File: src/design/byte_bus_pkg.sv
// Shared constants and types for the byte-wide bus cycle sequencer
package byte_bus_pkg;
    localparam int ADDR_W = 20;
    localparam int DATA_W = 8;
    localparam int OPND_W = 32;
    localparam int RSP_W = OPND_W + 1;
    localparam int BUF_DEPTH = 2;
    localparam int SYNC_W = DATA_W + 3;
    localparam int STAGE_W = 3;

    // Operation requested by the execution side
    typedef enum logic [1:0] {OP_READ, OP_WRITE, OP_TAS} op_kind_e;
    typedef enum logic [1:0] {SZ_BYTE, SZ_WORD, SZ_LONG} op_size_e;

    localparam logic [2:0] BYTES_BYTE = 3'h1;
    localparam logic [2:0] BYTES_WORD = 3'h2;
    localparam logic [2:0] BYTES_LONG = 3'h4;
    localparam logic [2:0] BYTE_LAST = 3'h1;

    // Write operands leave most significant byte first
    localparam int SHIFT_BYTE = 24;
    localparam int SHIFT_WORD = 16;

    // Bit that the test-and-set modify step forces high
    localparam logic [7:0] TAS_SET_MASK = 8'h80;

    // Slow peripheral clock: ten bus clocks, six low and four high, in half-clock steps
    localparam logic [4:0] E_LOW_HALVES = 5'h0c;
    localparam logic [4:0] E_LAST_HALF = 5'h13;

    // Synchroniser reset: the three active-low controls idle high, data idles low
    localparam logic [SYNC_W-1:0] SYNC_RST = 11'h700;
    localparam int SYN_ACK = DATA_W + 2;
    localparam int SYN_FLT = DATA_W + 1;
    localparam int SYN_VPA = DATA_W;
endpackage

File: src/design/rsp_buf_if.sv
// Valid/ready carrier between the sequencer and its answer buffer
`timescale 1ns/1ns
interface rsp_buf_if import byte_bus_pkg::*; ();
    logic in_valid;
    logic in_ready;
    logic [RSP_W-1:0] in_data;
    logic out_valid;
    logic out_ready;
    logic [RSP_W-1:0] out_data;

    modport store (
        input in_valid, in_data, out_ready,
        output in_ready, out_valid, out_data
    );
    modport feed (
        output in_valid, in_data, out_ready,
        input in_ready, out_valid, out_data
    );
endinterface

File: src/design/byte_bus_cycle_sequencer.sv
// Bus-master cycle sequencer for an asynchronous byte-wide external bus
// What this block does
// Word reads take two byte cycles, long words four, one strobe per cycle.
// Lowest address bit is driven so each cycle picks its own byte.
// At S0 of a read, space code is valid and read_not_write is high.
// Entering S1 of every cycle the address bus carries a valid address.
// Read: address strobe and byte strobe assert at the start of S2.
// No acknowledge or fault by end of S4 inserts whole-clock wait states.
// Legacy select in S4 turns the cycle into one paced by the slow clock.
// Addressed device drives its read data during S6.
// Read data captured entering S7, strobes negated, address released in S7 unless read-modify-write.
// Fault and legacy select sampled from S4 on; read data latched at S6 end.
// Cycles end in S7, or in S9 when fault arrives without acknowledge.
// Word writes take two byte write cycles, strobing once in each.
// At S0 of a write, space code valid and read_not_write back high.
// Write: address strobe asserts and read_not_write drops at S2.
// Write data leave high impedance and drive the bus during S3.
// Write: byte strobe asserts at S4, then await termination or legacy.
// Write end: strobes off entering S7, buses released, line high after S7.
// Read-modify-write keeps address strobe asserted across both portions.
// S8 to S11 of read-modify-write leave every bus signal unchanged.
// Write portion starts at S12 with space, address, strobe, direction held.
// Read-modify-write drops read_not_write at S14, drives data during S15.
// At S16 byte strobe asserts; waits and legacy handled as in S4.
// Strobes off entering S19; buses released and line high after S19.
// High byte strobe stays negated; upper data lines carry nothing useful.
// Space code stays valid the whole time address strobe is asserted.
// Addressed device drops acknowledge or fault as the strobes end.
// No bus hand-over between read and write portions of read-modify-write.
`timescale 1ns/1ns
module byte_bus_cycle_sequencer
    import byte_bus_pkg::*;
(
    input wire logic sys_clk,
    input wire logic nrst,
    input wire logic ce,
    input wire logic req_valid,
    output logic req_ready,
    input wire logic [1:0] req_kind,
    input wire logic [1:0] req_size,
    input wire logic [2:0] req_space,
    input wire logic [ADDR_W-1:0] req_addr,
    input wire logic [OPND_W-1:0] req_wdata,
    output logic rsp_valid,
    input wire logic rsp_ready,
    output logic [OPND_W-1:0] rsp_data,
    output logic rsp_fault,
    output logic [2:0] space_code,
    output logic [ADDR_W-1:0] addr_out,
    output logic addr_oe,
    input wire logic [DATA_W-1:0] data_in,
    output logic [DATA_W-1:0] data_out,
    output logic data_oe,
    output logic [DATA_W-1:0] data_hi_out,
    output logic read_not_write,
    output logic address_strobe_n,
    output logic low_byte_strobe_n,
    output logic byte_data_strobe_n,
    output logic high_byte_strobe_n,
    input wire logic transfer_ack_n,
    input wire logic bus_fault_in_n,
    input wire logic legacy_periph_select_n,
    output logic e_clk
);
    // Each state except IDLE and LEG lasts one sys_clk cycle, i.e. one half of a bus clock
    typedef enum logic [4:0] {
        IDLE, S0, S1, S2, S3, S4, SW, LEG, S5, S6, S7, FX8, FX9,
        S8, S9, S10, S11, S12, S13, S14, S15, S16, S17, S18, S19
    } bus_state_e;

    bus_state_e state_r;
    bus_state_e state_nxt;
    op_kind_e kind_r;
    logic [2:0] space_r;
    logic [ADDR_W-1:0] addr_r;
    logic [OPND_W-1:0] wdata_r;
    logic [OPND_W-1:0] rdsh_r;
    logic [DATA_W-1:0] dout_r;
    logic [2:0] rem_r;
    logic fault_r;
    logic wr_half_r;
    logic [4:0] e_cnt_r;

    // Pin synchronisers: four flops, level accepted once stages two and three agree
    wire [SYNC_W-1:0] sync_raw = {transfer_ack_n, bus_fault_in_n, legacy_periph_select_n, data_in};
    logic [SYNC_W-1:0] syn1_r;
    logic [SYNC_W-1:0] syn2_r;
    logic [SYNC_W-1:0] syn3_r;
    logic [SYNC_W-1:0] syn_r;

    genvar gi;
    generate
        for (gi = 0; gi < SYNC_W; gi++) begin : g_sync
            always_ff @(posedge sys_clk or negedge nrst) begin
                if (!nrst) begin
                    syn1_r[gi] <= SYNC_RST[gi];
                    syn2_r[gi] <= SYNC_RST[gi];
                    syn3_r[gi] <= SYNC_RST[gi];
                    syn_r[gi] <= SYNC_RST[gi];
                end else if (ce) begin
                    syn1_r[gi] <= sync_raw[gi];
                    syn2_r[gi] <= syn1_r[gi];
                    syn3_r[gi] <= syn2_r[gi];
                    if (syn2_r[gi] == syn3_r[gi]) begin
                        syn_r[gi] <= syn3_r[gi];
                    end
                end
            end
        end
    endgenerate

    wire ack = !syn_r[SYN_ACK];
    wire flt = !syn_r[SYN_FLT];
    wire legacy_periph_select = !syn_r[SYN_VPA];
    wire [DATA_W-1:0] din = syn_r[DATA_W-1:0];

    // Free-running slow peripheral clock
    always_ff @(posedge sys_clk or negedge nrst) begin
        if (!nrst) begin
            e_cnt_r <= 5'h00;
        end else if (ce) begin
            e_cnt_r <= (e_cnt_r == E_LAST_HALF) ? 5'h00 : e_cnt_r + 5'h01;
        end
    end
    assign e_clk = (e_cnt_r >= E_LOW_HALVES);
    wire e_fall = (e_cnt_r == E_LAST_HALF);

    // Strobe window S4 to S6, without S16 to S18 which are decoded apart; wait and legacy states sit inside it
    function automatic logic in_term_win(bus_state_e s);
        return s inside {S4, SW, LEG, S5, S6};
    endfunction

    wire is_wr = (kind_r == OP_WRITE);
    wire is_rmw = (kind_r == OP_TAS);
    wire busy = (state_r != IDLE);
    wire term_hit = ack || flt;
    wire [RSP_W-1:0] rsp_word = {fault_r, rdsh_r};

    rsp_buf_if bi();

    // A new operation starts only with buffer room, so the final push never stalls
    assign req_ready = !busy && bi.in_ready;
    wire start = req_valid && req_ready;
    wire cyc_end = (state_r == FX9) || (state_r == S19)
        || (state_r == S7 && !fault_r && !(is_rmw && !wr_half_r));
    wire op_done = cyc_end && (fault_r || rem_r == BYTE_LAST);

    assign bi.in_valid = op_done;
    assign bi.in_data = rsp_word;
    assign bi.out_ready = rsp_ready;
    assign rsp_valid = bi.out_valid;
    assign rsp_data = bi.out_data[OPND_W-1:0];
    assign rsp_fault = bi.out_data[OPND_W];

    rsp_buf2 u_buf (
        .sys_clk(sys_clk),
        .nrst(nrst),
        .ce(ce),
        .bi(bi.store)
    );

    // Next state
    always_comb begin
        state_nxt = state_r;
        unique case (state_r)
            IDLE: state_nxt = start ? S0 : IDLE;
            S0: state_nxt = S1;
            S1: state_nxt = S2;
            S2: state_nxt = S3;
            S3: state_nxt = S4;
            S4, S16: begin
                if (term_hit) begin
                    state_nxt = (state_r == S16) ? S17 : S5;
                end else if (legacy_periph_select) begin
                    state_nxt = LEG;
                end else begin
                    state_nxt = SW;
                end
            end
            SW: state_nxt = wr_half_r ? S16 : S4;
            LEG: begin
                if (e_fall) begin
                    state_nxt = wr_half_r ? S17 : S5;
                end
            end
            S5: state_nxt = S6;
            S6: state_nxt = S7;
            S7: begin
                if (fault_r) begin
                    state_nxt = FX8;
                end else if (is_rmw && !wr_half_r) begin
                    state_nxt = S8;
                end else begin
                    state_nxt = op_done ? IDLE : S0;
                end
            end
            FX8: state_nxt = FX9;
            FX9: state_nxt = IDLE;
            S8: state_nxt = S9;
            S9: state_nxt = S10;
            S10: state_nxt = S11;
            S11: state_nxt = S12;
            S12: state_nxt = S13;
            S13: state_nxt = S14;
            S14: state_nxt = S15;
            S15: state_nxt = S16;
            S17: state_nxt = S18;
            S18: state_nxt = S19;
            S19: state_nxt = IDLE;
        endcase
    end

    always_ff @(posedge sys_clk or negedge nrst) begin
        if (!nrst) begin
            state_r <= IDLE;
        end else if (ce) begin
            state_r <= state_nxt;
        end
    end

    // Operation context: latched at start, advanced between byte cycles
    always_ff @(posedge sys_clk or negedge nrst) begin
        if (!nrst) begin
            kind_r <= OP_READ;
            space_r <= 3'h0;
            addr_r <= '0;
            wdata_r <= '0;
            rem_r <= 3'h0;
        end else if (ce) begin
            if (start) begin
                kind_r <= op_kind_e'(req_kind);
                space_r <= req_space;
                addr_r <= req_addr;
                unique case (op_size_e'(req_size))
                    SZ_WORD: begin
                        rem_r <= BYTES_WORD;
                        wdata_r <= req_wdata << SHIFT_WORD;
                    end
                    SZ_LONG: begin
                        rem_r <= BYTES_LONG;
                        wdata_r <= req_wdata;
                    end
                    default: begin
                        rem_r <= BYTES_BYTE;
                        wdata_r <= req_wdata << SHIFT_BYTE;
                    end
                endcase
            end else if (cyc_end && !op_done) begin
                addr_r <= addr_r + ADDR_W'(1);
                wdata_r <= wdata_r << DATA_W;
                rem_r <= rem_r - 3'h1;
            end
        end
    end

    // Read assembly, fault capture and portion tracking
    always_ff @(posedge sys_clk or negedge nrst) begin
        if (!nrst) begin
            rdsh_r <= '0;
            fault_r <= 1'b0;
            wr_half_r <= 1'b0;
        end else if (ce) begin
            if (start) begin
                rdsh_r <= '0;
                fault_r <= 1'b0;
            end else if (state_r == S6 && !is_wr && !wr_half_r) begin
                rdsh_r <= {rdsh_r[OPND_W-DATA_W-1:0], din};
            end
            if ((state_r == S4 || state_r == S16) && term_hit) begin
                fault_r <= flt && !ack;
            end
            if (state_r == S12) begin
                wr_half_r <= 1'b1;
            end else if (cyc_end) begin
                wr_half_r <= 1'b0;
            end
        end
    end

    // Write byte is loaded before the bus is driven, so it is stable for the whole drive
    always_ff @(posedge sys_clk or negedge nrst) begin
        if (!nrst) begin
            dout_r <= '0;
        end else if (ce) begin
            if (state_r == S2 && is_wr) begin
                dout_r <= wdata_r[OPND_W-1 -: DATA_W];
            end else if (state_r == S14) begin
                dout_r <= rdsh_r[DATA_W-1:0] | TAS_SET_MASK;
            end
        end
    end

    // Pin decode from the current half-clock state
    wire as_on = (state_r inside {S2, S3} || in_term_win(state_r))
        || (is_rmw && state_r inside {S7, S8, S9, S10, S11, S12, S13, S14, S15,
        S16, S17, S18});
    wire ds_on = (!is_wr && state_r inside {S2, S3})
        || in_term_win(state_r)
        || (state_r inside {S16, S17, S18});
    wire rnw_low = (is_wr && state_r inside {S2, S3, S7})
        || (is_wr && in_term_win(state_r))
        || (state_r inside {S14, S15, S16, S17, S18, S19})
        || (wr_half_r && state_r inside {SW, LEG});
    wire a_on = state_r inside {S1, S2, S3} || in_term_win(state_r)
        || ((is_wr || is_rmw) && state_r == S7)
        || state_r inside {S8, S9, S10, S11, S12, S13, S14, S15, S16, S17, S18, S19};
    wire d_on = (is_wr && (state_r inside {S3, S7} || in_term_win(state_r)))
        || state_r inside {S15, S16, S17, S18, S19}
        || (wr_half_r && state_r inside {SW, LEG});

    assign space_code = space_r;
    assign addr_out = addr_r;
    assign addr_oe = a_on;
    assign data_out = dout_r;
    assign data_oe = d_on;
    assign data_hi_out = '0;
    assign read_not_write = !rnw_low;
    assign address_strobe_n = !as_on;
    assign low_byte_strobe_n = !ds_on;
    assign byte_data_strobe_n = !ds_on;
    assign high_byte_strobe_n = 1'b1;
endmodule // byte_bus_cycle_sequencer

File: src/design/rsp_buf2.sv
// Two-entry answer buffer; read data come straight from entry registers
`timescale 1ns/1ns
module rsp_buf2
    import byte_bus_pkg::*;
(
    input wire logic sys_clk,
    input wire logic nrst,
    input wire logic ce,
    rsp_buf_if.store bi
);
    logic [RSP_W-1:0] mem_r [BUF_DEPTH];
    logic wp_r;
    logic rp_r;
    logic [1:0] cnt_r;
    wire push = bi.in_valid && bi.in_ready;
    wire pop = bi.out_valid && bi.out_ready;

    assign bi.in_ready = (cnt_r != 2'(BUF_DEPTH));
    assign bi.out_valid = (cnt_r != 2'h0);
    assign bi.out_data = mem_r[rp_r];

    always_ff @(posedge sys_clk or negedge nrst) begin
        if (!nrst) begin
            mem_r[0] <= '0;
            mem_r[1] <= '0;
        end else if (ce && push) begin
            mem_r[wp_r] <= bi.in_data;
        end
    end

    always_ff @(posedge sys_clk or negedge nrst) begin
        if (!nrst) begin
            wp_r <= 1'b0;
            rp_r <= 1'b0;
            cnt_r <= 2'h0;
        end else if (ce) begin
            wp_r <= wp_r ^ push;
            rp_r <= rp_r ^ pop;
            cnt_r <= cnt_r + 2'(push) - 2'(pop);
        end
    end
endmodule // rsp_buf2

File: config.mk
export PLATFORM = sky130hd
export DESIGN_NAME = byte_bus_cycle_sequencer
export DESIGN_NICKNAME = d
export VERILOG_FILES = /design/src/design/byte_bus_pkg.sv /design/src/design/rsp_buf_if.sv /design/src/design/byte_bus_cycle_sequencer.sv /design/src/design/rsp_buf2.sv
export SDC_FILE = /design/constraint.sdc
export NUM_CORES = 1
export LEC_CHECK = 0
export ABC_AREA = 1
export ABC_CLOCK_PERIOD_IN_PS = 3140
export BUFFER_PORTS_ARGS = -buffer_cell sky130_fd_sc_hd__buf_2
export CORE_MARGIN = 2
export CORE_UTILIZATION = 40
export DETAILED_ROUTE_END_ITERATION = 7
export PLACE_DENSITY_LB_ADDON = 0.25
export SLEW_MARGIN = 10
export SYNTH_ARGS = -nofsm -noshare
export SYNTH_HDL_FRONTEND = slang
export SYNTH_HIERARCHICAL = 1
export SYNTH_SLANG_ARGS = --single-unit
File: constraint.sdc
create_clock -name sys_clk -period 3.14 [get_ports sys_clk]
set_input_delay 0.628 -clock sys_clk [delete_from_list [all_inputs] [get_ports sys_clk]]
set_output_delay 0.628 -clock sys_clk [all_outputs]
set_load 0.01 [all_outputs]
==> results of run 1 <==
[area by class of cell]
type,count,area [um2]
Clock buffer,36,707
Clock inverter,7,66.3
Fill cell,2971,15300
Inverter,116,438
Multi-Input combinational cell,1111,5040
Sequential cell,226,5670
Tap cell,384,480
Timing Repair Buffer,172,961
[power by group]
| part | total, mW | switching [mW] | leakage, nW | internal, mW |
|---|---|---|---|---|
| combinational | 3.66 | 2.42 | 3.68 | 1.24 |
| sequential | 4.50 | 0.719 | 2.95 | 3.78 |
| clock | 2.79 | 1.15 | 0.380 | 1.64 |
[routing by layer]
metal  wire length (um)  share of wire, %  up-vias
li1                   -                 -     5171
met1              14600                46     4904
met2              14600                46      275
met3               1680               5.3       38
met4                641               2.0        0
met5                  0                 0        -
[layout by cell type, fill, tap and decap left out, types with 2 or more instances in the layout]
master	count
nand2_2	4
clkbuf_1	7
clkinv_2	4
nand2_4	2
nand4_1	76
xnor2_1	6
inv_1	106
clkbuf_16	25
nand3_1	104
o31ai_1	3
o22ai_1	17
nor2_1	64
xor2_1	4
o211ai_1	2
nor3_1	3
ha_1	12
clkinv_1	2
clkbuf_8	4
nand2_1	626
or2_2	6
buf_12	2
o21ai_0	84
inv_2	7
nand3_2	3
nand3b_1	2
a21oi_1	28
and2_1	2
dfstp_2	12
buf_2	145
buf_4	24
conb_1	9
dfrtp_1	214
nor2_4	4
o21ai_1	43
[cells by family after synthesis]
family	synth area share, %
compound gates	8.36
xor+xnor	0.750
fa+ha+maj	1.29
buf+inv	8.53
flops	48.6
other cells	0.0643
simple gates	32.4
[worst paths after layout]
path                             from  slack (ns)         endpoint
setup / recovery           u_buf/rp_r        0.29     rsp_data[13]
hold / removal                   nrst        0.09  u_buf/mem_r[43]
setup reg to reg           state_r[4]        0.55   u_buf/cnt_r[1]
hold reg to reg            syn1_r[10]        0.47       syn2_r[10]
max in group asynchronous        nrst        2.18       syn3_r[10]
min in group sys_clk       data_in[7]        0.31        syn1_r[7]
[critical path, stage by stage (launching register included)]
cell	delay [ns]
dfrtp_1	0.72
clkinv_1	0.33
buf_4	0.29
nand2_1	0.08
nand2_1	0.10
buf_2	0.16
[metrics by stage]
step           cell area, um2  total power, mW  setup WS, ns
3_5_place_dp            12600             8.21         0.571
3_3_place_gp            12600             8.18         0.582
4_1_cts                 13400             11.1         0.264
5_1_grt                 13400             11.7         0.125
6_report                13400             10.9         0.291
2_1_floorplan           11700             6.90         0.537
[registers in the layout, summed over array words and instances, names as in the netlist, 2 cells and up]
signal,flops
rdsh_r,32
rem_r,3
u_buf/mem_r,66
wdata_r,32
syn_r,3
syn1_r,11
kind_r,2
space_code,3
e_cnt_r,5
addr_out,20
syn3_r,11
data_out,8
u_buf/cnt_r,2
syn2_r,11
din,8
state_r,5
==> results.md, run 1 <==
- Ranking of synthesized cells by area: dfrtp_1, nand2_1, nand3_1
- Pleak: approximately 7 nW
- Clock sink count: 226
- Primary FF master, synth: dfrtp_1
- Fin crit share: 90.7%
- Status: finished clean
- TritonRoute pass-1 iters: 5
- #FFs+latches synth: about 230
- Class of the worst hold path: in2async
- All-Layer GR Usage: 20.6%
- Endpoints failing hold: 0
- Total length of routed wires: 31500 um
- CTS root buffer: clkbuf_16
- Starting Density: 40.7%
- Post-Syn Area: 11700 um2
- First-pass GRT wire length: 51600 um
- H-Tree Depth: 1
- Rel. slew slack: 52.3%
- Cell count of the worst reg-to-reg path: 17
- GPL Wtd Cong: 0.853
- Buffers on Ports: 147
- Syn_area_per_cell: 7.55 um2
- RSZ-0062 raised after global routing: no
- Post-synthesis sequential area ratio: roughly 49%
- Met1 Usage GRT: between 20% and 30%
- Met2 Usage GRT: roughly 34%
- Total placed cells including tap cells: around 2000
- Total die area: 30600 um2
- Count leader, synth: nand2_1
- Asr flop ratio synth: 100%
- First DRT Iteration DRCs: 785
- TritonCTS clock tree: done
- Hold-fix buffers, CTS: 0
- Slew Limit Fails: 0
- Pwr/cell area: roughly 820 nW/um2
- Slew at the pin closest to its max-slew limit: ~0.7 ns
- Post-synth cell types: 40
- Post-synth top cells: nand2_1, dfrtp_1, inv_1, nand3_1, o21ai_0
- Antenna Nets Post-Route: 0
- Clock slew at reported path FFs: 0.06 ns
- Critical Path RT: between 2 and 3 ns
- Post-route core utilization: 46.6%
- Vias/cell: 5.06
- DP HPWL: 21100 um
- Final setup vio count: 0
- Drt drc: 0
- Cell Count, Final, Fillers Out: 2052
- Number of diodes: 0
- FMAX: 351 MHz
- GR peak layer: met2
- Syn-to-layout area delta: 14.5%
- Largest net degree at the start of global routing: 85
- Vias: 10400
- Met3 global-route usage: under 10%
- Num CTS Buffers: 25
- Post-synth EDFFs: 0
- Die Wd: 175 um
- Vias in the first global route: ~9900
- Skew final: roughly 0.012 ns
- GRT Residual Overflow: 0
- Synth area leader: dfrtp_1
- # nets final: 1739
- Synth top area share: 45.9%
- Final Critical Period: 2.85 ns
- CP endpoint kind: primary output
- Rows: 62
- CTS resizes: 0
- Synth Instances: 1547
- DR WL/cell: 15.4 um
- Max-cap viol count: 0
- Crit path kind: reg2out
- Hold Slack: 0.0939 ns
- Num ports: 157
- Core area: around 29000 um2
- WP data arrival: 2.22 ns
- Clk buf depth: 3
- Initial antenna violation count: 0
- Startpoint Class: flop
- Worst skew pair latency: about 0.52 ns
- Setup bufs post-CTS: 0
- Total number of yosys warnings: 6
- Setup TNS: 0 ns
- CP max FO: 16
- VDD IR-drop max: 434 uV
- Die Y: 175 um
- Share of cells above drive strength 1: 14.9%
No activity file was read; power rests on OpenSTA's default activity.
==> run 2: changes to the inputs <==
--- a/config.mk
+++ b/config.mk
@@ -15,5 +15,4 @@
 export SLEW_MARGIN = 10
 export SYNTH_ARGS = -nofsm -noshare
 export SYNTH_HDL_FRONTEND = slang
-export SYNTH_HIERARCHICAL = 1
 export SYNTH_SLANG_ARGS = --single-unit
==> run 2 against run 1 <==
Net effect:
- sequential share of layout area grew 0.10 points
- critical path depth grew 2
- power shrank 6.9%
- die area shrank 1.8%
- final area shrank 0.23%
- hold slack lost 0.020 ns
- clock skew is essentially flat
- sequential power shrank 6.2%
- count of clock-buffer cells in the layout grew 3
- critical path type unchanged
- critical endpoint is now byte_data_strobe_n
- largest cell class unchanged
- largest power group unchanged
==> results.md, run 2 <==
- Status: finished clean
- Pwr/cell area: 764 nW/um2 (-6.7%)
- CP cell instances: inv_1 > nand2_1 > nor2_2 > inv_1 > o21ai_0 > a221oi_1 > buf_2
- Primary FF master, synth: dfrtp_1
- #FFs+latches synth: 226 (unchanged)
- Critical Path RT: 2.51 ns (about the same)
- Pleak: 6.97 nW (-0.55%)
- Sw frac: 37.4% (-1.7 points)
- P_sw: 3.82 mW (-11%)
- Synth top area share: 46.7% (+0.85 points)
- CP max-delay cell: dfrtp_1
- FMAX: 353 MHz (+0.64%)
- TritonCTS clock tree: done
- Share of cells above drive strength 1: 15.2% (+0.27 points)
- Rel. slew slack: 32.0% (-20 points)
- GPL Wtd Cong: 0.904 (+6.0%)
- Max-cap viol count: 0 (unchanged)
- Sequential power share: 41.4% (+0.3 points)
- Synth area leader: dfrtp_1
- DR WL/cell: 15.2 um (-0.91%)
- Design Power: 10.2 mW (-6.9%)
- CP max FO: 6 (-10)
- Syn_area_per_cell: 7.52 um2 (-0.33%)
- RSZ-0062 raised after global routing: no
- Post-synthesis sequential area ratio: 49.5% (+0.90 points)
- Setup bufs post-CTS: 0 (unchanged)
- Commonest non-fill, non-tap cell in the layout: nand2_1
- Post-Syn Area: 11500 um2 (-1.8%)
- Antenna Nets Post-Route: 0 (unchanged)
- Fin crit share: 90.1% (-0.58 points)
- Setup TNS: 0 ns (unchanged)
- Endpoints failing hold: 0 (unchanged)
- Final setup vio count: 0 (unchanged)
- Asr flop ratio synth: 100% (unchanged)
- Die Wd: 173 um (-0.89%)
- Total number of yosys warnings: 0 (-6)
- Max reg flops: 66 (unchanged)
- Core area: 28000 um2 (-2.4%)
- Total length of routed wires: 30900 um (-2.0%)
- Slew at the pin closest to its max-slew limit: 1.01 ns (+0.298 ns)
- Reg with most FFs: u_buf.mem_r
- Skew final: 0.0116 ns (-0.000262 ns)
- # nets final: 1719 (-1.2%)
- H-Tree Depth: 1 (unchanged)
- Starting Density: 40.9% (+0.25 points)
- First DRT Iteration DRCs: 800 (+1.9%)
- Vias in the first global route: 9754 (-1.8%)
- Num ports: 157 (unchanged)
- Top Registers: u_buf.mem_r x66, rdsh_r x32, wdata_r x32
- Ranking of synthesized cells by area: dfrtp_1, nand2_1, nand3_1
- TritonRoute pass-1 iters: 6 (+1)
- VDD IR-drop max: 364 uV (-16%)
- Startpoint Class: flop
- DP HPWL: 20600 um (-2.3%)
- CTS resizes: 0 (unchanged)
- All-Layer GR Usage: 20.6% (about the same)
- Num CTS Buffers: 26 (+4.0%)
- Slew Limit Fails: 0 (unchanged)
- Worst skew pair latency: 0.53 ns (about the same)
- Most frequent cells in the layout: nand2_1, dfrtp_1, buf_2
- Count leader, synth: nand2_1
- Final Critical Period: 2.83 ns (-0.0181 ns)
- Post-synth cell types: 36 (-10%)
- Top cell by count, worst path: inv_1
- Crit path kind: reg2out
- Post-placement setup slack: 0.819 ns (+0.248 ns)
- Vias/cell: 5.10 (+0.75%)
- Clk pwr share: 28.3% (+2.9 points)
- Post-synth EDFFs: 0 (unchanged)
- Class of the worst hold path: in2async
- CP max stage delay: 0.48 ns (-0.24 ns)
- Die Y: 173 um (-0.89%)
- Buffers on Ports: 147 (unchanged)
- Final setup margin: 0.310 ns (+0.0181 ns)
- Hold-fix buffers, CTS: 0 (unchanged)
- GRT Residual Overflow: 0 (unchanged)
- WP data arrival: 2.20 ns (-0.02 ns)
- Clock sink count: 226 (unchanged)
- Clk buf depth: 3 (unchanged)
- Fill count: 2832 (-4.7%)
- Post-synth top cells: nand2_1, dfrtp_1, inv_1, nand3_1, o21ai_0
- CP endpoint kind: primary output
- Largest net degree at the start of global routing: 80 (-5.9%)
- Total die area: 30000 um2 (-1.8%)
- First-pass GRT wire length: 51400 um (-0.51%)
- Number of diodes: 0 (unchanged)
- CTS root buffer: clkbuf_16
- Comb pwr share: 30.2% (-3.2 points)
- Vias: 10300 (-0.38%)
- Syn-to-layout area delta: 16.3%
- Initial antenna violation count: 0 (unchanged)
- Clock slew at reported path FFs: 0.06 ns (about the same)
- Rows: 61 (-1.6%)
- Drt drc: 0 (unchanged)
- Cell Int Power: 6.38 mW (-4.2%)
- Synth Instances: 1524 (-1.5%)
## run 2: logic make-up (layout without fill, tap and decap cells)
group	Yosys count	in the layout	share of synthesized area (%)
AND/OR/NAND/NOR	868	868	31.7
flip-flops	226	226	49.5
buffers and inverters	216	336	7.75
AO/OA/AOI/OAI	190	190	8.92
adder cells (fa/ha/maj)	12	12	1.31
XOR/XNOR	10	10	0.764
other	2	9	0.0655
## run 2: stage by stage
step                util [%]  instance area [um2]  std cells  hold WS (ns)
global placement        44.7                12500       1982         0.453
CTS                     47.6                13300       2029         0.102
detailed placement      44.7                12500       1982         0.455
global route            47.6                13300       2029         0.121
finish                  47.6                13300       2029        0.0743
floorplan                  -                11500       1531         0.332
## run 2: worst paths after layout
path	start	to	slack, ns	cells after the start
max reg2reg	state_r[4]	u_buf.mem_r[55]	0.85	8
min reg2reg	syn2_r[10]	syn2_r[10]	0.46	2
min	nrst	u_buf.mem_r[7]	0.07	1
min in group sys_clk	bus_fault_in_n	syn1_r[9]	0.31	3
max in group asynchronous	nrst	rdsh_r[22]	2.25	2
max	state_r[3]	byte_data_strobe_n	0.31	7
## run 2: area by class of cell
cell class / instances / area, um2 / share of cell area (%)
flip-flops and latches: 226 / 5670 / 42.5
multi-input cells: 1089 / 4940 / 37.1
repair buffers: 172 / 986 / 7.39
clock buffers: 39 / 771 / 5.78
well taps: 378 / 473 / 3.55
inverters: 117 / 439 / 3.29
clock inverters: 8 / 51.3 / 0.385
## run 2: power groups by stage
| stage | Clock [mW] | Sequential (mW) | Combinational (mW) |
|---|---|---|---|
| 6_report | 2.89 | 4.22 | 3.08 |
| 5_1_grt | 3.10 | 4.32 | 3.53 |
| 4_1_cts | 2.96 | 4.21 | 3.12 |
| 3_5_place_dp | 0 | 4.26 | 3.10 |
| 3_3_place_gp | 0 | 4.24 | 3.08 |
| 2_1_floorplan | 0 | 4.14 | 2.04 |
## run 2: worst max-delay path, delay by kind of cell (launching register included)
kind	cells	cell delay, ns
buf+inv	3	0.41
flops	1	0.48
compound gates	2	0.51
simple gates	2	0.28
## run 2: layer usage
| layer | global-route usage (%) | part of all wire [%] |
|---|---|---|
| met2 | 32.7 | 45 |
| met3 | 3.46 | 5.8 |
| met4 | 5.47 | 2.2 |
| met1 | 29.3 | 47 |
| met5 | 0 | 0 |
==> run 3: changes to the inputs <==
--- a/config.mk
+++ b/config.mk
@@ -12,6 +12,7 @@
 export CORE_UTILIZATION = 40
 export DETAILED_ROUTE_END_ITERATION = 7
 export PLACE_DENSITY_LB_ADDON = 0.25
+export RECOVER_POWER = 50
 export SLEW_MARGIN = 10
 export SYNTH_ARGS = -nofsm -noshare
 export SYNTH_HDL_FRONTEND = slang
==> run 3 against run 2 <==
Net effect:
- the run now ends with capacitance limit, slew limit left
- clock power about the same
- combinational power about the same
- fmax shrank 0.28%
- critical path depth did not move
- worst setup slack got worse by 0.0079 ns
- largest power group unchanged
==> results.md, run 3 (synthesized netlist as in run 2, its figures left out) <==
- Top Registers: u_buf.mem_r x66, rdsh_r x32, wdata_r x32
- Sw frac: 37.5% (+0.051 points)
- Commonest non-fill, non-tap cell in the layout: nand2_1
- Crit path kind: reg2out
- Worst skew pair latency: 0.53 ns (about the same)
- Fin crit share: 90.4% (+0.25 points)
- Slew Limit Fails: 117 (+117)
- Largest net degree at the start of global routing: 80 (unchanged)
- Total placed cells including tap cells: 1982 (unchanged)
- RSZ-0062 raised after global routing: no
- All-Layer GR Usage: 20.6% (unchanged)
- Met2 WL post-DR: 13800 um (-0.26%)
- Buf+Inv Stages, Crit Path: 3 (unchanged)
- Clock sink count: 226 (unchanged)
- Num CTS Buffers: 26 (unchanged)
- Final setup vio count: 0 (unchanged)
- # nets final: 1719 (unchanged)
- Slew at the pin closest to its max-slew limit: 2.04 ns (+1.03 ns)
- Vias: 10400 (+0.048%)
- Pleak: 6.95 nW (-0.34%)
- Critical Path RT: 2.51 ns (about the same)
- Class of the worst hold path: in2reg
- Starting Density: 40.9% (unchanged)
- Cell Count, Final, Fillers Out: 2029 (unchanged)
- TritonRoute pass-1 iters: 5 (-1)
- CP endpoint kind: primary output
- Num ports: 157 (unchanged)
- Vias in the first global route: 9754 (unchanged)
- Status: finished, violations left
- Buffers on Ports: 147 (unchanged)
- Pwr/cell area: 767 nW/um2 (+0.36%)
- Max reg flops: 66 (unchanged)
- Startpoint Class: flop
- P_sw: 3.82 mW (+0.11%)
- First DRT Iteration DRCs: 803 (+0.38%)
- H-Tree Depth: 1 (unchanged)
- CTS root buffer: clkbuf_16
- Clock slew at reported path FFs: 0.06 ns (about the same)
- Met1 wire length: 14500 um (-0.66%)
- Rows: 61 (unchanged)
- DR WL/cell: 15.2 um (about the same)
- Syn-to-layout area delta: 15.9%
- CP max stage delay: 0.48 ns (about the same)
- Top cell by count, worst path: inv_1
- Drt drc: 0 (unchanged)
- Initial antenna violation count: 0 (unchanged)
- Rel. slew slack: -36.3% (-68 points)
- Share of cells above drive strength 1: 15.0% (-0.24 points)
- Crit-path leading delay family: compound AO/OA/AOI/OAI gates
- WP data arrival: 2.21 ns (about the same)
- Die Wd: 173 um (unchanged)
- Comb pwr share: 30.2% (about the same)
- Post-placement setup slack: 0.819 ns (unchanged)
- VDD IR-drop max: 364 uV (-0.18%)
- TritonCTS clock tree: done
- GRT Residual Overflow: 0 (unchanged)
- Endpoints failing hold: 0 (unchanged)
- CP max FO: 6 (unchanged)
- Max-cap viol count: 2 (+2)
- Antenna Nets Post-Route: 0 (unchanged)
- Skew final: 0.0122 ns (+0.000569 ns)
- Failing checks: capacitance limit, slew limit
- Top sig layer: met4
- Cell Int Power: 6.37 mW (-0.10%)
- Most frequent cells in the layout: nand2_1, dfrtp_1, buf_2
- First-pass GRT wire length: 51400 um (unchanged)
- Clk buf depth: 3 (unchanged)
- Final Critical Period: 2.84 ns (+0.00789 ns)
- DP HPWL: 20600 um (unchanged)
- Total length of routed wires: 30900 um (about the same)
- Total die area: 30000 um2 (unchanged)
- CP max-delay cell: dfrtp_1
- CP cell instances: inv_1 > nand2_1 > nor2_2 > inv_1 > o21ai_0 > a221oi_1 > buf_2
- Core area: 28000 um2 (unchanged)
- WL met3: 1880 um (+4.3%)
- Fill count: 2841 (+0.32%)
- Sequential power share: 41.4% (about the same)
- GPL Wtd Cong: 0.904 (unchanged)
- Clk pwr share: 28.4% (about the same)
- Number of diodes: 0 (unchanged)
- Setup TNS: 0 ns (unchanged)
- Reg with most FFs: u_buf.mem_r
- Setup bufs post-CTS: 0 (unchanged)
- Die Y: 173 um (unchanged)
- Vias/cell: 5.10 (about the same)
- Final setup margin: 0.302 ns (-0.00789 ns)
- FMAX: 352 MHz (-0.28%)
[run 3: cell count changes in the layout (fill, tap and decap cells not counted), sizes merged]
cell    previous run  this run
buf              172       164
clkbuf            39        47
[run 3: cell type report]
cell class              count  area [um2]  share of cell area [%]
repair buffers            172         935                    7.04
flip-flops and latches    226        5670                    42.7
multi-input cells        1089        4940                    37.2
clock buffers              39         771                    5.80
clock inverters             8        51.3                   0.386
well taps                 378         473                    3.56
inverters                 117         439                    3.31
[run 3: worst min-delay path, cell delays in order]
cell and delay (ns):
buf_2 0.10, nand2_1 0.05, nand2_1 0.05
[run 3: power groups by stage]
stage	Sequential (mW)	Combinational (mW)	Clock, mW
CTS	4.21	3.12	2.96
floorplan	4.14	2.04	0
global route	4.32	3.52	3.10
detailed placement	4.26	3.10	0
global placement	4.24	3.08	0
finish	4.22	3.08	2.89
[run 3: through the flow]
stage | instance area [um2] | hold slack (ns) | power (mW) | util (%)
after floorplan | 11500 | 0.332 | 6.18 | -
after global placement | 12500 | 0.453 | 7.32 | 44.7
after detailed placement | 12500 | 0.455 | 7.36 | 44.7
after CTS | 13300 | 0.102 | 10.3 | 47.6
after global routing | 13300 | 0.299 | 10.9 | 47.4
final | 13300 | 0.306 | 10.2 | 47.4
[run 3: metal layers]
metal	vias up	global-route usage, %
met5	-	0
met2	297	32.7
met4	0	5.47
li1	5126	-
met1	4876	29.3
met3	55	3.46
[run 3: timing repair]
item | 4_1_cts | 5_1_grt
hold buffers | 0 | 0
endpoints found under the setup margin | 0 | 1
gates resized for setup | 0 | 1
[run 3: path summary, 6_finish.rpt]
| path | slack, ns | cells after the start | end | from |
|---|---|---|---|---|
| max | 0.30 | 7 | byte_data_strobe_n | state_r[3] |
| min | 0.31 | 3 | syn1_r[9] | bus_fault_in_n |
| max reg2reg | 0.85 | 8 | u_buf.mem_r[55] | state_r[4] |
| min reg2reg | 0.46 | 2 | syn2_r[10] | syn2_r[10] |
| max in group asynchronous | 0.70 | 2 | addr_out[10] | nrst |
| min in group asynchronous | 0.66 | 1 | u_buf.mem_r[7] | nrst |
